===== src/hw/rssc_pkg.sv =====
// Package for radio state/status control register bank
package rssc_pkg;
    // Register addresses
    localparam logic [5:0] ADDR_STATE_REPORT = 6'h01;
    localparam logic [5:0] ADDR_STATE_COMMAND = 6'h02;
    // Field positions
    localparam int CHK_DONE_BIT = 7;
    localparam int CHK_RESULT_BIT = 6;
    localparam int RESULT_LSB = 5;
    localparam int CODE_MSB = 4;
    // Reset values
    localparam logic [4:0] CMD_RESET = 5'h00;
    localparam logic [2:0] RESULT_RESET = 3'h0;
    // State codes
    localparam logic [4:0] ST_POWER_ON = 5'h00;
    localparam logic [4:0] ST_BUSY_RX = 5'h01;
    localparam logic [4:0] ST_BUSY_TX = 5'h02;
    localparam logic [4:0] ST_RX_ON = 5'h06;
    localparam logic [4:0] ST_TRANSCEIVER_OFF = 5'h08;
    localparam logic [4:0] ST_PLL_ON = 5'h09;
    localparam logic [4:0] ST_SLEEP = 5'h0F;
    localparam logic [4:0] ST_BUSY_AUTOACK_RX = 5'h11;
    localparam logic [4:0] ST_BUSY_RETRY_TX = 5'h12;
    localparam logic [4:0] ST_AUTOACK_RX_ON = 5'h16;
    localparam logic [4:0] ST_RETRY_TX_ON = 5'h19;
    localparam logic [4:0] ST_TRANSITION_PENDING = 5'h1F;
    // Command codes
    localparam logic [4:0] CMD_NOP = 5'h00;
    localparam logic [4:0] CMD_TX_START = 5'h02;
    localparam logic [4:0] CMD_FORCED_OFF = 5'h03;
    localparam logic [4:0] CMD_FORCED_PLL_ON = 5'h04;
    localparam logic [4:0] CMD_RX_ON = 5'h06;
    localparam logic [4:0] CMD_OFF = 5'h08;
    localparam logic [4:0] CMD_PLL_ON = 5'h09;
    localparam logic [4:0] CMD_AUTOACK_RX = 5'h16;
    localparam logic [4:0] CMD_RETRY_TX = 5'h19;
    // Timing, figures in microseconds except the clock in MHz and the cycle counts
    localparam int CLOCK_MHZ = 200;
    localparam int T_RX_TX_US = 16;
    localparam int T_TX_RX_US = 32;
    localparam int T_RSSI_US = 2;
    localparam int T_RND_US = 1;
    localparam int T_CCA_MAX_US = 180;
    localparam int T_ED_TYP_US = 135;
    localparam int T_PLL_INIT_TYP_US = 80;
    localparam int T_PLL_SW_TYP_US = 11;
    localparam int T_SHORT_US = 1;
    localparam int CYC_RX_TX = T_RX_TX_US * CLOCK_MHZ;
    localparam int CYC_TX_RX = T_TX_RX_US * CLOCK_MHZ;
    localparam int CYC_RSSI = T_RSSI_US * CLOCK_MHZ;
    localparam int CYC_RND = T_RND_US * CLOCK_MHZ;
    localparam int CYC_SHORT = T_SHORT_US * CLOCK_MHZ;
    localparam int CNT_W = 17;
    // Transition type selecting the settling time
    typedef enum logic [2:0] {
        RSSC_SETTLE_SHORT = 3'b000,
        RSSC_SETTLE_RX_TX = 3'b001,
        RSSC_SETTLE_TX_RX = 3'b010,
        RSSC_SETTLE_PLL_INIT = 3'b011,
        RSSC_SETTLE_PLL_SW = 3'b100,
        RSSC_SETTLE_MEAS = 3'b101
    } rssc_settle_t;
endpackage : rssc_pkg


===== src/hw/rssc_ctrl.sv =====
// State report and command registers with transition sequencing
//
// Overview of operation
// - Read-only status at address 0x01, low five bits hold state code.
// - Basic state codes: power-on, busy rx/tx, rx-on, off, PLL-on, sleep.
// - Extended mode codes 0x11, 0x12, 0x16, 0x19; others reserved.
// - Unfinished transition reads as pending code 0x1F, except the return from busy transmit, which keeps its busy code.
// - Status register is not accessible while asleep.
// - Writing command field at address 0x02 starts a transition.
// - Rising edge on sleep/transmit pin can start certain transitions.
// - Bit 7 channel check finished, bit 6 result, bit 5 reserved.
// - Bits 7:5 of command register hold read-only transaction result.
// - Bits 4:0 of command register are read-write command field.
// - Receive to transmit settles within 16 us.
// - Transmit to receive settles within 32 us.
// - Signal strength refreshed every 2 us in receive states.
// - Random value refreshed every 1 us.
// - Channel check spans eight symbols, at most 180 us.
// - Energy detection typically 135 us, at most 180 us.
// - Off to PLL-on settles typically 80 us, at most 250 us; forced PLL-on from off takes the 1 us short count instead.
// - Channel switch PLL resettling typically 11 us, at most 100 us.
// - Command codes: nop, tx start, forced off/PLL, rx, off, PLL, ext.
`timescale 1ns/1ps
module rssc_ctrl
    import rssc_pkg::*;
#(
    parameter int CYC_PLL_INIT = T_PLL_INIT_TYP_US * CLOCK_MHZ,
    parameter int CYC_PLL_SW = T_PLL_SW_TYP_US * CLOCK_MHZ,
    parameter int CYC_MEAS = T_ED_TYP_US * CLOCK_MHZ
)
(
    input wire logic clock,
    input wire logic arst_n,
    input wire logic [5:0] reg_addr,
    input wire logic reg_wr,
    input wire logic reg_rd,
    input wire logic [7:0] reg_wdata,
    output logic [7:0] reg_rdata,
    output logic reg_rvalid,
    input wire logic sleep_transmit_pin,
    input wire logic extended_mode,
    input wire logic rx_frame_start,
    input wire logic frame_end,
    input wire logic [2:0] transaction_in,
    input wire logic transaction_valid,
    input wire logic channel_change,
    input wire logic channel_check_start,
    input wire logic channel_busy_in,
    output logic [4:0] state_code,
    output logic rssi_refresh,
    output logic random_refresh
);
    // Synchroniser and edge register for the sleep/transmit pin
    logic slp_meta_reg;
    logic slp_sync_reg;
    logic slp_prev_reg;
    logic [4:0] state_reg, state_next;
    logic [4:0] target_reg, target_next;
    logic [4:0] cmd_reg, cmd_next;
    logic [2:0] result_reg, result_next;
    logic chk_done_reg, chk_done_next;
    logic chk_result_reg, chk_result_next;
    logic chk_busy_reg, chk_busy_next;
    logic pend_reg, pend_next;
    logic [7:0] rdata_reg, rdata_next;
    logic rvalid_reg, rvalid_next;
    logic [CNT_W-1:0] rssi_cnt_reg, rssi_cnt_next;
    logic [CNT_W-1:0] rnd_cnt_reg, rnd_cnt_next;
    logic rssi_reg, rssi_next;
    logic rnd_reg, rnd_next;
    logic tmr_start;
    logic [CNT_W-1:0] tmr_load;
    logic tmr_busy;
    logic tmr_done;
    logic slp_rise;
    logic cmd_write;

    // Settling count for each transition type
    function automatic logic [CNT_W-1:0] settle_cycles(
        input rssc_settle_t kind
    );
        case (kind)
            RSSC_SETTLE_RX_TX: settle_cycles = CNT_W'(CYC_RX_TX);
            RSSC_SETTLE_TX_RX: settle_cycles = CNT_W'(CYC_TX_RX);
            RSSC_SETTLE_PLL_INIT: settle_cycles = CNT_W'(CYC_PLL_INIT);
            RSSC_SETTLE_PLL_SW: settle_cycles = CNT_W'(CYC_PLL_SW);
            RSSC_SETTLE_MEAS: settle_cycles = CNT_W'(CYC_MEAS);
            default: settle_cycles = CNT_W'(CYC_SHORT);
        endcase
    endfunction : settle_cycles

    // True for states in which the receiver runs
    function automatic logic is_rx_state(input logic [4:0] s);
        is_rx_state = (s == ST_RX_ON) || (s == ST_BUSY_RX) ||
            (s == ST_AUTOACK_RX_ON) || (s == ST_BUSY_AUTOACK_RX);
    endfunction : is_rx_state

    rssc_timer u_timer (
        .clock(clock),
        .arst_n(arst_n),
        .start(tmr_start),
        .load(tmr_load),
        .busy(tmr_busy),
        .done(tmr_done)
    );

    // Pin passes two flops before any edge logic sees it
    always_ff @(posedge clock or negedge arst_n) begin
        if (!arst_n) begin
            slp_meta_reg <= 1'b0;
            slp_sync_reg <= 1'b0;
            slp_prev_reg <= 1'b0;
        end else begin
            slp_meta_reg <= sleep_transmit_pin;
            slp_sync_reg <= slp_meta_reg;
            slp_prev_reg <= slp_sync_reg;
        end
    end

    assign slp_rise = slp_sync_reg & ~slp_prev_reg;
    assign cmd_write = reg_wr && (reg_addr == ADDR_STATE_COMMAND)
        && (state_reg != ST_SLEEP);

    // State sequencing; the host keeps off while a transition is pending,
    // but forced commands still cut in so software can always recover
    always_comb begin
        state_next = state_reg;
        target_next = target_reg;
        cmd_next = cmd_reg;
        pend_next = pend_reg;
        result_next = result_reg;
        tmr_start = 1'b0;
        tmr_load = settle_cycles(RSSC_SETTLE_SHORT);
        if (cmd_write) begin
            cmd_next = reg_wdata[CODE_MSB:0];
        end
        if (transaction_valid) begin
            result_next = transaction_in;
        end
        if (pend_reg && tmr_done) begin
            state_next = target_reg;
            pend_next = 1'b0;
        end else if (!pend_reg && frame_end &&
                     (state_reg == ST_BUSY_TX ||
                      state_reg == ST_BUSY_RETRY_TX)) begin
            // Back from transmit frequency to receive frequency
            pend_next = 1'b1;
            target_next = (state_reg == ST_BUSY_TX) ? ST_PLL_ON
                : ST_RETRY_TX_ON;
            tmr_start = 1'b1;
            tmr_load = settle_cycles(RSSC_SETTLE_TX_RX);
        end else if (!pend_reg && frame_end &&
                     (state_reg == ST_BUSY_RX ||
                      state_reg == ST_BUSY_AUTOACK_RX)) begin
            state_next = (state_reg == ST_BUSY_RX) ? ST_RX_ON
                : ST_AUTOACK_RX_ON;
        end else if (!pend_reg && rx_frame_start &&
                     (state_reg == ST_RX_ON ||
                      state_reg == ST_AUTOACK_RX_ON)) begin
            state_next = (state_reg == ST_RX_ON) ? ST_BUSY_RX
                : ST_BUSY_AUTOACK_RX;
        end else if (!pend_reg && slp_rise &&
                     (state_reg == ST_PLL_ON ||
                      state_reg == ST_RETRY_TX_ON)) begin
            state_next = ST_TRANSITION_PENDING;
            target_next = (state_reg == ST_PLL_ON) ? ST_BUSY_TX
                : ST_BUSY_RETRY_TX;
            pend_next = 1'b1;
            tmr_start = 1'b1;
            tmr_load = settle_cycles(RSSC_SETTLE_RX_TX);
        end else if (cmd_write) begin
            case (reg_wdata[CODE_MSB:0])
                CMD_FORCED_OFF: begin
                    target_next = ST_TRANSCEIVER_OFF;
                    pend_next = 1'b1;
                    tmr_start = 1'b1;
                end
                CMD_FORCED_PLL_ON: begin
                    if (state_reg != ST_POWER_ON) begin
                        target_next = ST_PLL_ON;
                        pend_next = 1'b1;
                        tmr_start = 1'b1;
                    end
                end
                CMD_TX_START: begin
                    if (state_reg == ST_PLL_ON ||
                        state_reg == ST_RETRY_TX_ON) begin
                        target_next = (state_reg == ST_PLL_ON) ?
                            ST_BUSY_TX : ST_BUSY_RETRY_TX;
                        pend_next = 1'b1;
                        tmr_start = 1'b1;
                        tmr_load = settle_cycles(RSSC_SETTLE_RX_TX);
                    end
                end
                CMD_RX_ON, CMD_OFF, CMD_PLL_ON: begin
                    if (!pend_reg) begin
                        target_next = reg_wdata[CODE_MSB:0];
                        pend_next = 1'b1;
                        tmr_start = 1'b1;
                        if (state_reg == ST_TRANSCEIVER_OFF &&
                            reg_wdata[CODE_MSB:0] != CMD_OFF)
                            tmr_load = settle_cycles(RSSC_SETTLE_PLL_INIT);
                    end
                end
                CMD_AUTOACK_RX, CMD_RETRY_TX: begin
                    if (!pend_reg && extended_mode) begin
                        target_next = reg_wdata[CODE_MSB:0];
                        pend_next = 1'b1;
                        tmr_start = 1'b1;
                        if (state_reg == ST_TRANSCEIVER_OFF)
                            tmr_load = settle_cycles(RSSC_SETTLE_PLL_INIT);
                    end
                end
                default: begin
                end
            endcase
            if (tmr_start) begin
                state_next = ST_TRANSITION_PENDING;
            end
        end else if (!pend_reg && channel_change &&
                     state_reg != ST_TRANSCEIVER_OFF &&
                     state_reg != ST_SLEEP &&
                     state_reg != ST_POWER_ON) begin
            target_next = state_reg;
            state_next = ST_TRANSITION_PENDING;
            pend_next = 1'b1;
            tmr_start = 1'b1;
            tmr_load = settle_cycles(RSSC_SETTLE_PLL_SW);
        end
    end

    always_ff @(posedge clock or negedge arst_n) begin
        if (!arst_n) begin
            state_reg <= ST_POWER_ON;
            target_reg <= ST_POWER_ON;
            cmd_reg <= CMD_RESET;
            result_reg <= RESULT_RESET;
            pend_reg <= 1'b0;
        end else begin
            state_reg <= state_next;
            target_reg <= target_next;
            cmd_reg <= cmd_next;
            result_reg <= result_next;
            pend_reg <= pend_next;
        end
    end

    // Channel check uses its own count so it overlaps state settling
    logic [CNT_W-1:0] chk_cnt_reg, chk_cnt_next;
    always_comb begin
        chk_done_next = chk_done_reg;
        chk_result_next = chk_result_reg;
        chk_busy_next = chk_busy_reg;
        chk_cnt_next = chk_cnt_reg;
        if (channel_check_start && is_rx_state(state_reg)) begin
            chk_busy_next = 1'b1;
            chk_done_next = 1'b0;
            chk_cnt_next = settle_cycles(RSSC_SETTLE_MEAS);
        end else if (chk_busy_reg) begin
            if (chk_cnt_reg <= CNT_W'(1)) begin
                chk_busy_next = 1'b0;
                chk_done_next = 1'b1;
                chk_result_next = ~channel_busy_in;
            end else begin
                chk_cnt_next = chk_cnt_reg - CNT_W'(1);
            end
        end
    end

    always_ff @(posedge clock or negedge arst_n) begin
        if (!arst_n) begin
            chk_done_reg <= 1'b0;
            chk_result_reg <= 1'b0;
            chk_busy_reg <= 1'b0;
            chk_cnt_reg <= '0;
        end else begin
            chk_done_reg <= chk_done_next;
            chk_result_reg <= chk_result_next;
            chk_busy_reg <= chk_busy_next;
            chk_cnt_reg <= chk_cnt_next;
        end
    end

    // Periodic refresh strobes for signal strength and random value
    always_comb begin
        rssi_cnt_next = rssi_cnt_reg + CNT_W'(1);
        rssi_next = 1'b0;
        rnd_cnt_next = rnd_cnt_reg + CNT_W'(1);
        rnd_next = 1'b0;
        if (!is_rx_state(state_reg)) begin
            rssi_cnt_next = '0;
        end else if (rssi_cnt_reg == CNT_W'(CYC_RSSI - 1)) begin
            rssi_cnt_next = '0;
            rssi_next = 1'b1;
        end
        if (rnd_cnt_reg == CNT_W'(CYC_RND - 1)) begin
            rnd_cnt_next = '0;
            rnd_next = 1'b1;
        end
    end

    always_ff @(posedge clock or negedge arst_n) begin
        if (!arst_n) begin
            rssi_cnt_reg <= '0;
            rnd_cnt_reg <= '0;
            rssi_reg <= 1'b0;
            rnd_reg <= 1'b0;
        end else begin
            rssi_cnt_reg <= rssi_cnt_next;
            rnd_cnt_reg <= rnd_cnt_next;
            rssi_reg <= rssi_next;
            rnd_reg <= rnd_next;
        end
    end

    // Read port; unmapped addresses and sleep reads return zero
    always_comb begin
        rdata_next = 8'h00;
        rvalid_next = reg_rd;
        if (reg_rd && reg_addr == ADDR_STATE_REPORT &&
            state_reg != ST_SLEEP) begin
            rdata_next = {chk_done_reg, chk_result_reg, 1'b0,
                state_reg};
        end else if (reg_rd && reg_addr == ADDR_STATE_COMMAND &&
                     state_reg != ST_SLEEP) begin
            rdata_next = {result_reg, cmd_reg};
        end
    end

    always_ff @(posedge clock or negedge arst_n) begin
        if (!arst_n) begin
            rdata_reg <= 8'h00;
            rvalid_reg <= 1'b0;
        end else begin
            rdata_reg <= rdata_next;
            rvalid_reg <= rvalid_next;
        end
    end

    assign reg_rdata = rdata_reg;
    assign reg_rvalid = rvalid_reg;
    assign state_code = state_reg;
    assign rssi_refresh = rssi_reg;
    assign random_refresh = rnd_reg;

    a_pending_code: assert property (@(posedge clock) disable iff (!arst_n)
        pend_reg |-> state_reg == ST_TRANSITION_PENDING || tmr_busy
            || tmr_done) else $error("pending without timer");
    a_done_moves: assert property (@(posedge clock) disable iff (!arst_n)
        (pend_reg && tmr_done) |=> state_reg == $past(target_reg))
        else $error("state not updated on completion");
    a_cmd_stored: assert property (@(posedge clock) disable iff (!arst_n)
        cmd_write |=> cmd_reg == $past(reg_wdata[4:0]))
        else $error("command field not stored");
    a_sleep_read: assert property (@(posedge clock) disable iff (!arst_n)
        (reg_rd && state_reg == ST_SLEEP) |=> reg_rdata == 8'h00)
        else $error("read in sleep returned data");
    a_report_read: assert property (@(posedge clock) disable iff (!arst_n)
        (reg_rd && reg_addr == ADDR_STATE_REPORT && state_reg != ST_SLEEP)
        |=> reg_rdata[4:0] == $past(state_reg) && !reg_rdata[5])
        else $error("status read wrong");
    a_rnd_period: assert property (@(posedge clock) disable iff (!arst_n)
        rnd_reg |=> !rnd_reg [*8])
        else $error("random strobe too frequent");
    a_ext_gate: assert property (@(posedge clock) disable iff (!arst_n)
        (cmd_write && !extended_mode && !pend_reg &&
         reg_wdata[4:0] == CMD_AUTOACK_RX) |=> !pend_reg)
        else $error("extended command taken in basic mode");
    a_pin_start: assert property (@(posedge clock) disable iff (!arst_n)
        (slp_rise && !pend_reg && state_reg == ST_PLL_ON) |=>
        state_reg == ST_TRANSITION_PENDING && target_reg == ST_BUSY_TX)
        else $error("pin edge did not start transmit");
    a_result_load: assert property (@(posedge clock) disable iff (!arst_n)
        transaction_valid |=> result_reg == $past(transaction_in))
        else $error("transaction result not held");
endmodule : rssc_ctrl


===== src/hw/rssc_timer.sv =====
// Down-counting settling timer with one-cycle done pulse
`timescale 1ns/1ps
module rssc_timer
    import rssc_pkg::*;
(
    input wire logic clock,
    input wire logic arst_n,
    input wire logic start,
    input wire logic [CNT_W-1:0] load,
    output logic busy,
    output logic done
);
    logic [CNT_W-1:0] count_reg;
    logic [CNT_W-1:0] count_next;
    logic busy_reg;
    logic busy_next;
    logic done_reg;
    logic done_next;

    // Start reloads even when busy so a forced command restarts timing
    always_comb begin
        count_next = count_reg;
        busy_next = busy_reg;
        done_next = 1'b0;
        if (start) begin
            count_next = load;
            busy_next = 1'b1;
        end else if (busy_reg) begin
            if (count_reg <= CNT_W'(1)) begin
                busy_next = 1'b0;
                done_next = 1'b1;
            end else begin
                count_next = count_reg - CNT_W'(1);
            end
        end
    end

    // Register stage
    always_ff @(posedge clock or negedge arst_n) begin
        if (!arst_n) begin
            count_reg <= '0;
            busy_reg <= 1'b0;
            done_reg <= 1'b0;
        end else begin
            count_reg <= count_next;
            busy_reg <= busy_next;
            done_reg <= done_next;
        end
    end

    assign busy = busy_reg;
    assign done = done_reg;
endmodule : rssc_timer


===== config.mk =====
export PLATFORM = sky130hd
export DESIGN_NAME = rssc_ctrl
export DESIGN_NICKNAME = d
export VERILOG_FILES = /design/src/hw/rssc_pkg.sv /design/src/hw/rssc_ctrl.sv /design/src/hw/rssc_timer.sv
export SDC_FILE = /design/constraint.sdc
export NUM_CORES = 1
export LEC_CHECK = 0
export ABC_CLOCK_PERIOD_IN_PS = 2900
export BUFFER_PORTS_ARGS = -buffer_cell sky130_fd_sc_hd__clkbuf_2
export CAP_MARGIN = 5
export CORE_AREA = 3 3 109 111
export CTS_BUF_LIST = sky130_fd_sc_hd__clkbuf_2
export CTS_CLUSTER_DIAMETER = 50
export DETAILED_ROUTE_END_ITERATION = 8
export DIE_AREA = 0 0 112 114
export GPL_TIMING_DRIVEN = 0
export PLACE_DENSITY = 0.67
export REMOVE_ABC_BUFFERS = 1
export SYNTH_ARGS = -nofsm -noshare
export SYNTH_HDL_FRONTEND = slang
export SYNTH_SLANG_ARGS = --single-unit

===== constraint.sdc =====
create_clock -name clock -period 2.9 [get_ports clock]
set_input_delay 0.58 -clock clock [delete_from_list [all_inputs] [get_ports clock]]
set_output_delay 0.58 -clock clock [all_outputs]
set_load 0.05 [all_outputs]

## Yosys cells after proc, flatten, opt, wreduce, memory -nomap -nowiden

Index checks and enable logic that the tools add are counted.
Widths: inputs -> output; s select.

- Output and inout port bits: 16
- Word-level logic and storage cells: 210
- Input port bits: 29
- Register bits: 106

- $lt $le $gt $ge: 2
- Equal/unequal tests: 41
- Add/sub/neg operators: 4
- Bitwise logic cells: 5
- Multiplexer cells: 91
- Reductions and logical operators: 46

Operators by type and width:

| operator | count |
|---|---|
| $mux 17 | 15 |
| $mux 5 | 22 |
| $mux 14 | 4 |
| $mux 1 | 42 |
| $pmux 14 s3 | 1 |
| $add 17x1->17 const B | 2 |
| $le 17x1->1 const B | 2 |
| $sub 17x1->17 const B | 2 |
| $eq 5x5->1 const B | 6 |
| $pmux 5 s5 | 1 |
| $mux 12 | 2 |
| $logic_and 1x1->1 | 21 |
| $eq 5x4->1 const B | 4 |
| $ne 5x5->1 const B | 4 |
| $ne 6x6->1 const B | 3 |
| $eq 17x8->1 const B | 1 |
| $eq 17x9->1 const B | 1 |
| $mux 8 | 2 |
| $eq 5x2->1 const B | 3 |
| $eq 5x3->1 const B | 3 |
| $ne 5x4->1 const B | 3 |
| $ne 2x2->1 const B | 5 |
| $reduce_bool 5->1 | 2 |
| $reduce_and 9->1 | 1 |
| other kinds (22) | 37 |

## Logic depth before layout (Yosys ltp)

Gate-level depths: netlist (run 1).

- Depth after elaboration: 18
- Gate-level depth with buffers: 9
- Depth with buffers taken out: 8

## Cells and area by module

From an unflattened synthesis (run 1), not the netlist that was laid out.

- Cells, all modules: 577
- Area, all modules: 5690.5 um2

Modules (own cells, without submodules):

| module | cells an instance | area an instance (um2) | times used |
|---|---|---|---|
| rssc_ctrl | 442 | 4475.5 | 1 |
| rssc_timer | 135 | 1214.9 | 1 |

## Worst setup path after synthesis (run 1)

OpenSTA, ideal clock, no wires.

- Path type: reg-to-reg
- Start: register state_reg[4], in the netlist state_code[4]
- End: register u_timer.count_reg[6]
- Clock period less this slack: 2.650 ns
- Data required time: 2.762 ns
- Setup time: 0.138 ns
- Stages on the path, launching flop included: 8
- Path slack: 0.250 ns
- Arrival: 2.512 ns
- Cells stage by stage: dfrtp_1 > buf_6 > or4_4 > or4b_4 > or4_1 > o211a_1 > a21oi_2 > a211oi_1

- Cells in the longest elaborated chain, start to end: 18
- Elaborated cells on any way between the ends: 58
- Classes of those cells: eq/ne: 12; mux: 30; reduce/logical: 16

RTL lines:

| what | RTL line | source |
|---|---|---|
| from (decl) | rssc_ctrl.sv:57 | `logic [4:0] state_reg, state_next;` |
| from (signal assigned) | rssc_ctrl.sv:240 | `state_reg <= state_next;` |
| $eq 5x4->1 or $eq 5x5->1 (tied branches) | n/a |  |
| $logic_or 1x1->1 | rssc_ctrl.sv:163, rssc_ctrl.sv:186 |  |
| $mux 1 | rssc_ctrl.sv:186 | `if (state_reg == ST_PLL_ON \|\|` |
| $pmux 1 s5 | rssc_ctrl.sv:172 | `case (reg_wdata[CODE_MSB:0])` |
| $mux 1 | rssc_ctrl.sv:171 | `end else if (cmd_write) begin` |
| $mux 1 | rssc_ctrl.sv:162 | `end else if (!pend_reg && slp_rise &&` |
| $mux 1 | rssc_ctrl.sv:157 | `end else if (!pend_reg && rx_frame_start &&` |
| $mux 1 | rssc_ctrl.sv:152 | `end else if (!pend_reg && frame_end &&` |
| [2 not listed] | n/a |  |
| $mux 1 | rssc_ctrl.sv:171 |  |
| $mux 1 | rssc_ctrl.sv:162 |  |
| $mux 1 | rssc_ctrl.sv:157 |  |
| $mux 1 | rssc_ctrl.sv:152 |  |
| $mux 1 | rssc_ctrl.sv:143 | `end else if (!pend_reg && frame_end &&` |
| $mux 1 | rssc_ctrl.sv:140 | `if (pend_reg && tmr_done) begin` |
| $ne 2x2->1 (no line) or $reduce_bool 2->1 (tied branches) | n/a |  |
| $reduce_and 2->1 (no line) | n/a |  |
| to (signal assigned) | rssc_timer.sv:45 | `count_reg <= count_next;` |
| to (decl) | rssc_timer.sv:13 | `logic [CNT_W-1:0] count_reg;` |

Several ways; a longest one is shown, not always the timed one. The select of a mux whose other input is x is not followed.
A chain may end at the register's enable or synchronous reset.

## Worst setup path after layout (run 1)

- Start: register state_reg[0], in the netlist state_code[0]
- End: register u_timer.count_reg[3]

The elaborated chain is that of the path after synthesis.

==> out/metrics.yaml, run 1 <==
run_status:
  outcome: "finished, final reports clean"
routing:
  viasPerCell: 5.74
  num_vias: 4300
  firstDrtPassIters: 4
  drc: 0
  drt_iter0_drc: 244
  wl_per_cell_um: 15.4
  antenna_left: 0
  wl_mm: 11.5
logic_synthesis:
  ys_ff_latch: 106
  synth_top_area_share_pct: 48.6
  async_reset_ff_share_pct: 100
  synthFlopType: "dfrtp_1"
  synth_top_area_cell: "dfrtp_1"
  syn_inst: 567
  synth_area_leaders: "dfrtp_1 49%, nor2_1 5.2%, xor2_1 4.5%"
  ys_warn_count: 0
  synth_area_um2: 5460
  syn_avg_cell_area_um2: 9.62
  yosysUniqueCellTypes: 66
  ys_seq_area_share_pct: 48.6
  synth_edf_count: 0
clocking:
  cts_made_buffers: 9
  cts_tree: "built"
  clk_pin_slew_ns: 0.27
  ctsLongestPathBuffers: 2
  cts.htree.levels: 3
  clk_latency_ns: 0.61
  clock-sinks: 106
  root_buffer: "clkbuf_2"
power:
  p_sw_mw: 1.39
  power_frac_seq_pct: 55.3
  swShare_pct: 38.1
  p_comb_share_pct: 27.6
  p_leak_nw: 2.56
  cell_internal_pwr_mw: 2.26
  powerDensity_nw_per_um2: 618
  peakVddDrop_uv: 319
  clkPwrFrac_pct: 17.1
sta:
  hold_viol: 0
  setup_viol: 0
  clock_skew_ns: 0.0320
  finalCriticalPeriod_ns: 2.63
  fmax_ghz: 0.381
  relSlewSlack_pct: 39.2
  tightest_slew_ns: 0.909
  post-route-period-util_pct: 90.6
  fin_ws_ns: 0.273
  drv_slew: 0
  rsz0062_at_grt: "false"
setup_path:
  slowest_stage: "dfrtp_1"
  r2r_cells: 6
  r2r-end: "u_timer.count_reg[3]$_DFFE_PN0P_"
  cp-startpoint: "state_code[0]$_DFFE_PN0P_"
  endpoint: "u_timer.count_reg[3]$_DFFE_PN0P_"
  critical_path_required_ns: 3.41
  critPathArrivalTime_ns: 3.13
  crit_fanout: 13
  reg2reg_setup_slack_ns: 0.27
  r2r-start: "state_code[0]$_DFFE_PN0P_"
  cp-start-kind: "register"
  crit_chain: "and4b_1 > o21a_1 > a21oi_1 > o21ai_1 > and2_1 > a32o_1"
  critical-path-max-stage-delay_ns: 0.68
  crit_type: "register to register"
  end_kind: "register"
layout:
  utilization_pct: 54.3
  area_delta_synth_final_pct: 8.39
  layout-drive-gt1-share_pct: 12.5
  diodes: 0
  final_nets: 639
place:
  gp_congestion: 0.889
  dp_hpwl_mm: 8.13
  portBuffers: 41
  pre_cts_ws_ns: -0.222
global_route:
  grt_max_degree: 107
  grt-ovfl-total: 0
  antenna_found_initial: 0
  grt_pass1_wl_mm: 20.2
  grt_pass1_vias: 4287
  gr-usage-all-layers_pct: 19.3
die:
  die_h_um: 114
  core_region_area_um2: 10900
  fp-row-count: 38
  fp.dieW_um: 112
  io_pins: 45
  start_util_pct: 50.1
  fp.dieArea_um2: 12800
min_path:
  hold_path.class: "input pin to register"
run:
  max_cap_violations: 0
[kinds of logic (layout without fill, tap and decap cells)]
logic type	Yosys count	count (layout)	share of synthesized area, %
and+or+nand+nor	267	267	25.7
DFF	106	106	48.6
AOI/OAI and AO/OA	93	93	12.0
xor gates and xnor gates	52	52	8.35
buffers and inverters	37	79	2.77
adders and majority gates	6	6	1.38
muxes	6	6	1.19
[power groups by stage]
| stage | combinational (mW) | clock, mW | sequential, mW |
|---|---|---|---|
| after floorplan | 0.713 | 0 | 2.02 |
| after global placement | 0.969 | 0 | 2.03 |
| after detailed placement | 1.00 | 0 | 2.04 |
| after CTS | 1.00 | 0.661 | 2.02 |
| after global routing | 1.16 | 0.722 | 2.07 |
| final | 1.01 | 0.626 | 2.02 |
[cells in the mapped netlist (3+ instances only)]
cell	number
dfrtp_1	106
nor2_1	75
nand2_1	49
nand3_1	28
xor2_1	28
xnor2_1	24
o21ai_0	20
clkbuf_1	17
nor3_1	17
a21oi_1	16
inv_1	15
nor4_1	14
nand4_1	13
and2_1	8
a211oi_1	7
a22o_1	7
a31oi_1	7
and3_1	7
nor3b_1	7
or4_1	7
ha_1	6
nor2b_1	6
and4_1	5
nand2b_1	5
o211ai_1	5
mux2_2	4
nand3b_1	4
nor4bb_1	4
or3_1	4
buf_2	3
o211a_1	3
o21a_1	3
o31ai_1	3
[per-layer routing]
metal  up-vias  wire, um  GRT usage (%)
met2       105      5360           30.3
met4         0       160           5.45
met5         -         0              0
li1       2097         -              -
met1      2081      5470           27.0
met3        17       553           4.83
[placed cells by master, fill, tap and decap left out, types with 8 or more instances in the layout]
cell type	instances
inv_1	15
and2_1	8
o21ai_0	20
a21oi_1	16
xnor2_1	24
nand3_1	28
dfrtp_1	106
nand4_1	13
nand2_1	49
clkbuf_2	49
nor4_1	13
nor3_1	17
nor2_1	75
xor2_1	28
[worst min-delay path by stage]
stage	from	end	slack, ns	depth (start not counted)
finish	channel_busy_in	chk_result_reg$_DFFE_PN0P_	0.14	2
global route	channel_busy_in	chk_result_reg$_DFFE_PN0P_	0.06	2
CTS	reg_rd	reg_rvalid$_DFF_PN0_	0.02	1
detailed placement	slp_meta_reg$_DFF_PN0_	slp_sync_reg$_DFF_PN0_	0.34	0
global placement	slp_meta_reg$_DFF_PN0_	slp_sync_reg$_DFF_PN0_	0.34	0
floorplan	arst_n	chk_busy_reg$_DFF_PN0_	0.28	0
[cell type report]
| type | instances | area, um^2 |
|---|---|---|
| Timing Repair Buffer | 48 | 274 |
| Multi-Input combinational cell | 424 | 2660 |
| Clock buffer | 9 | 45.0 |
| Tap cell | 140 | 175 |
| Clock inverter | 7 | 52.6 |
| Fill cell | 980 | 4970 |
| Inverter | 15 | 56.3 |
| Sequential cell | 106 | 2650 |
[critical path: cells and delay by family, from the launching register on]
| kind | cells | cell delay, ns |
|---|---|---|
| AO/OA/AOI/OAI | 4 | 1.27 |
| flip-flops | 1 | 0.68 |
| AND/OR/NAND/NOR | 2 | 0.58 |
[what timing repair did]
item                       CTS  global route
hold buffers                 2             1
setup buffers                4             0
pin swaps                    1             0
setup endpoints to repair   12             1
hold endpoints to repair    19             1
gates resized for setup      0             1
[metrics by stage]
stage / cell area, um^2 / power, mW / hold WS (ns) / setup TNS (ns) / instances
3_3_place_gp: 5740 / 3.00 / 0.335 / -21.40 / 726
6_report: 5910 / 3.66 / 0.143 / 0 / 749
5_1_grt: 5910 / 3.95 / 0.0558 / 0 / 749
3_5_place_dp: 5750 / 3.04 / 0.338 / -2.97 / 726
4_1_cts: 5900 / 3.68 / 0.0159 / 0 / 748
2_1_floorplan: 5360 / 2.73 / 0.284 / 0 / 545
No activity file was read; power rests on OpenSTA's default activity.
==> run 2: changes to the inputs <==
- ABC_CLOCK_PERIOD_IN_PS: 2900 -> 3300
- CORE_AREA: 3 3 109 111 -> 3 3 83 145
- DIE_AREA: 0 0 112 114 -> 0 0 86 148
- clock period: 2.9 -> 3.3 ns (I/O delays scaled with it)
==> run 2 against run 1 <==
Against the previous run: design area shrank 0.11%; register-to-register slack gained 0.25 ns; fmax shrank 5.5%; via count grew 1.6%; non-clock buffer count shrank 4; flip-flop and latch count is the same; routed wire length grew 7.7%; sequential power shrank 11%; critical path depth is the same; critical endpoint unchanged.
==> out/metrics.yaml, run 2 (synthesis results as in run 1) <==
run_status:
  outcome: "finished, final reports clean"
sta:
  drv_slew: 0
  rsz0062_at_grt: "false"
  fin_ws_ns: 0.520
  hold_ws_ns: 0.0601
  setup_viol: 0
  relSlewSlack_pct: 24.7
  post-route-period-util_pct: 84.2
  setup_tns_ns: 0
  fmax_ghz: 0.360
  tightest_slew_ns: 1.13
  hold_viol: 0
  clock_skew_ns: 0.0289
  finalCriticalPeriod_ns: 2.78
power:
  peakVddDrop_uv: 326
  p_total_mw: 3.31
  p_leak_nw: 2.57
  powerDensity_nw_per_um2: 561
place:
  pre_cts_ws_ns: 0.0164
  gp_congestion: 0.939
  dp.cells: 718
  portBuffers: 41
  placed_area_um2: 5740
  dp_hpwl_mm: 9.00
die:
  start_util_pct: 49.4
  die_h_um: 148
  core_region_area_um2: 11000
  fp-row-count: 51
  io_pins: 45
  fp.dieArea_um2: 12700
  fp.dieW_um: 86
setup_path:
  crit_family: "compound AO/OA/AOI/OAI gates"
  crit_type: "register to register"
  crit_fanout: 13
  r2r-start: "state_code[0]$_DFFE_PN0P_"
  worst-path-buf-inv: 0
  critPathArrivalTime_ns: 3.30
  r2r_cells: 6
  slowest_stage: "dfrtp_1"
  reg2reg_setup_slack_ns: 0.52
  critical-path-max-stage-delay_ns: 0.74
  r2r-end: "u_timer.count_reg[3]$_DFFE_PN0P_"
  cp-start-kind: "register"
  critical_path_required_ns: 3.82
  crit_chain: "and4b_1 > o21a_1 > a21oi_1 > o21ai_1 > and2_1 > a32o_1"
  end_kind: "register"
routing:
  antenna_left: 0
  drt_iter0_drc: 195
  wl_per_cell_um: 16.9
  drc: 0
  wl_mm: 12.4
  num_vias: 4370
  firstDrtPassIters: 4
  viasPerCell: 5.92
clocking:
  root_buffer: "clkbuf_2"
  clk_pin_slew_ns: 0.29
  clk_latency_ns: 0.60
  cts_setup_buffers: 0
  clock-sinks: 106
  cts_made_buffers: 9
  ctsLongestPathBuffers: 2
  cts_tree: "built"
  cts_resized: 0
  hold_buffers: 0
  cts.htree.levels: 3
layout:
  layout_commonest_cell: "dfrtp_1"
  final_nets: 635
  area_delta_synth_final_pct: 8.28
  final_cell_area_um2: 5910
  fillCellCount: 1012
  mostFrequentLayoutCells: "106 x dfrtp_1, 75 x nor2_1, 49 x nand2_1, 49 x clkbuf_2"
  utilization_pct: 53.5
  layout-drive-gt1-share_pct: 12.4
  fin_cells: 738
min_path:
  hold_path.class: "input pin to async pin"
global_route:
  grt_pass1_wl_mm: 21.1
  grtUsageMet1_pct: 25.1
  grt.busiest_layer: "met2"
  gr-usage-all-layers_pct: 20.6
  antenna_found_initial: 1
  grtUsageMet3_pct: 3.85
  grt_pass1_vias: 4419
  grt_max_degree: 107
  grt-ovfl-total: 0
  met2_usage_pct: 35.2
run:
  max_cap_violations: 0
==> run 2: worst max-delay path by stage <==
| stage | start | end | slack [ns] | cells past startpoint |
|---|---|---|---|---|
| after floorplan | state_code[4]$_DFFE_PN0P_ | u_timer.done$_DFF_PN0_ | 0.67 | 6 |
| after global placement | reg_wdata[1] | u_timer.count_reg[3]$_DFFE_PN0P_ | 0.03 | 7 |
| after detailed placement | reg_wdata[1] | u_timer.count_reg[3]$_DFFE_PN0P_ | 0.02 | 7 |
| after CTS | state_code[0]$_DFFE_PN0P_ | u_timer.count_reg[3]$_DFFE_PN0P_ | 0.25 | 6 |
| after global routing | state_code[0]$_DFFE_PN0P_ | u_timer.count_reg[13]$_DFFE_PN0P_ | 0.37 | 6 |
| final | state_code[0]$_DFFE_PN0P_ | u_timer.count_reg[3]$_DFFE_PN0P_ | 0.52 | 6 |
==> run 2: power by group <==
group	internal, mW	switching (mW)
Clock	0.188	0.459
Combinational	0.365	0.516
Sequential	1.52	0.268
==> run 2: layout make-up <==
type | instances | area [um^2] | area share [%]
tap | 132 | 165 | 2.80
antenna | 1 | 2.50 | 0.0424
sequential | 106 | 2650 | 44.9
inverter | 15 | 56.3 | 0.953
multi-input combinational | 424 | 2650 | 44.9
clock buffer | 9 | 45.0 | 0.762
timing repair buffer | 44 | 249 | 4.21
clock inverter | 7 | 85.1 | 1.44
==> run 2: routing by layer <==
layer | wire length (um) | vias to the layer above
met5 | 0 | -
met4 | 323 | 0
met3 | 484 | 25
met2 | 6560 | 106
met1 | 5070 | 2142
li1 | - | 2097
==> run 3: changes to the inputs <==
- ABC_AREA: default -> 1
- ABC_CLOCK_PERIOD_IN_PS: 3300 -> 2900
- CORE_AREA: 3 3 83 145 -> 3 3 86 149
- DIE_AREA: 0 0 86 148 -> 0 0 89 152
- clock period: 3.3 -> 2.9 ns (I/O delays scaled with it)
==> run 3 against run 2 <==
Against the previous run: worst hold slack worse by 0.028 ns; design area up 6.8%; critical path type unchanged; critical endpoint is now u_timer.count_reg[8]$_DFFE_PN0P_; routed wire length up 5.7%; cell count up 29%; area after synthesis up 6.6%; largest cell class is now multi-input gates; combinational power up 57%; via count up 18%; worst setup slack worse by 0.13 ns; synthesized cell count up 35%; register-to-register slack worse by 0.13 ns; fmax up 11%; flip-flop and latch count unchanged.
==> out/metrics.yaml, run 3 <==
layout:
  fin_cells: 951
  area_delta_synth_final_pct: 8.52
  fillCellCount: 1085
  final_nets: 845
  layout_commonest_cell: "nand2_1"
  layout-drive-gt1-share_pct: 9.57
  mostFrequentLayoutCells: "179 x nand2_1, 115 x nor2_1, 106 x dfrtp_1"
  final_cell_area_um2: 6310
logic_synthesis:
  synth_top_area_cell: "dfrtp_1"
  synthTopCellsByCount: "179 x nand2_1, 115 x nor2_1, 106 x dfrtp_1"
  synth_top_area_share_pct: 45.6
  async_reset_ff_share_pct: 100
  synth_area_um2: 5820
  syn_avg_cell_area_um2: 7.58
  ys_seq_area_share_pct: 45.6
  yosysUniqueCellTypes: 40
  synth_area_leaders: "dfrtp_1 46%, nand2_1 12%, nor2_1 7.4%"
  syn_inst: 767
  synth_edf_count: 0
  ys_warn_count: 0
  synthFlopType: "dfrtp_1"
  ys_ff_latch: 106
  synth.most_common_cell: "nand2_1"
clocking:
  hold_buffers: 0
  ctsLongestPathBuffers: 2
  cts.htree.levels: 3
  cts_made_buffers: 9
  cts_setup_buffers: 0
  clock-sinks: 106
  cts_tree: "built"
  clk_latency_ns: 0.59
  cts_resized: 0
  root_buffer: "clkbuf_2"
  clk_pin_slew_ns: 0.30
power:
  p_leak_nw: 3.19
  peakVddDrop_uv: 305
  powerDensity_nw_per_um2: 664
sta:
  setup_viol: 0
  fin_ws_ns: 0.388
  tightest_slew_ns: 0.903
  post-route-period-util_pct: 86.6
  clock_skew_ns: 0.0362
  setup_tns_ns: 0
  drv_slew: 0
  finalCriticalPeriod_ns: 2.51
  rsz0062_at_grt: "false"
  hold_ws_ns: 0.0323
  relSlewSlack_pct: 38.9
  fmax_ghz: 0.398
  hold_viol: 0
global_route:
  grtUsageMet1_pct: 23.5
  grt_max_degree: 107
  grt.busiest_layer: "met2"
  grtUsageMet3_pct: 3.09
  grt_pass1_vias: 4963
  gr-usage-all-layers_pct: 20.3
  antenna_found_initial: 1
  met2_usage_pct: 36.4
  grt_pass1_wl_mm: 22.2
  grt-ovfl-total: 0
place:
  portBuffers: 41
  dp_hpwl_mm: 9.83
  gp_congestion: 0.920
  placed_area_um2: 6140
  dp.cells: 934
  pre_cts_ws_ns: 0.165
routing:
  num_vias: 5145
  antenna_left: 0
  drc: 0
  wl_mm: 13.2
  viasPerCell: 5.41
  drt_iter0_drc: 334
  firstDrtPassIters: 5
  wl_per_cell_um: 13.8
setup_path:
  r2r-start: "state_code[2]$_DFFE_PN0P_"
  cp-startpoint: "state_code[2]$_DFFE_PN0P_"
  r2r_cells: 12
  end_kind: "register"
  crit_fanout: 27
  crit_type: "register to register"
  r2r-end: "u_timer.count_reg[8]$_DFFE_PN0P_"
  reg2reg_setup_slack_ns: 0.39
  critPathArrivalTime_ns: 3.02
  endpoint: "u_timer.count_reg[8]$_DFFE_PN0P_"
  critical_path_required_ns: 3.41
  cp-start-kind: "register"
die:
  core_region_area_um2: 11600
  fp.dieW_um: 89
  start_util_pct: 49.9
  fp-row-count: 52
  io_pins: 45
  die_h_um: 152
  fp.dieArea_um2: 13500
run_status:
  outcome: "finished, final reports clean"
run:
  max_cap_violations: 0
min_path:
  hold_path.class: "input pin to async pin"
## run 3: worst max-delay path: stages, from the launching register on
cell and delay (ns):
dfrtp_1 0.54, nand2_1 0.10, inv_1 0.06, nand4_2 0.12, inv_1 0.07, nor2_2 0.43, nor2_1 0.14, nor2_1 0.14
nand2_2 0.10, nand2_4 0.25, nand2_2 0.24, nor2_1 0.18, nor2_1 0.06
## run 3: cells by family after synthesis
family,after synthesis,share of synthesized area (%)
xor+xnor,38,5.72
fa+ha+maj,6,1.29
flops,106,45.6
buf+inv,104,7.14
compound gates,86,8.22
simple gates,427,32.0
## run 3: layout make-up
cell class	count	area (um^2)	area share (%)
multi-input cells	557	2750	43.5
flip-flops and latches	106	2650	42.0
inverters	95	357	5.65
repair buffers	41	214	3.39
well taps	135	169	2.68
clock inverters	6	119	1.88
clock buffers	10	50.0	0.793
diodes	1	2.50	0.0396
## run 3: power by group
part           internal (mW)  total, mW  switching (mW)  leakage (nW)
Clock                  0.388      0.897           0.509        0.0991
Sequential              1.71       1.91           0.199          1.38
Combinational          0.437       1.38           0.948          1.71
Total                   2.53       4.19            1.66          3.19
## run 3: worst min-delay path by stage
| stage | cells after the start | to | startpoint |
|---|---|---|---|
| global route | 1 | rssi_cnt_reg[8]$_DFF_PN0_ | arst_n |
| CTS | 1 | rssi_cnt_reg[8]$_DFF_PN0_ | arst_n |
| finish | 1 | rssi_cnt_reg[8]$_DFF_PN0_ | arst_n |
| global placement | 0 | slp_sync_reg$_DFF_PN0_ | slp_meta_reg$_DFF_PN0_ |
| detailed placement | 0 | slp_sync_reg$_DFF_PN0_ | slp_meta_reg$_DFF_PN0_ |
| floorplan | 0 | chk_busy_reg$_DFF_PN0_ | arst_n |
## run 3: routing by layer
layer  up-vias  share of wire, %
met2       145                52
li1       2567                 -
met3        37               4.2
met5         -                 0
met4         0               3.0
met1      2396                41
## run 3: metrics by stage
| stage | power (mW) | util [%] |
|---|---|---|
| after floorplan | 2.94 | - |
| after global placement | 3.27 | 52.7 |
| after detailed placement | 3.32 | 52.7 |
| after CTS | 4.22 | 54.2 |
| after global routing | 4.54 | 54.2 |
| final | 4.19 | 54.2 |
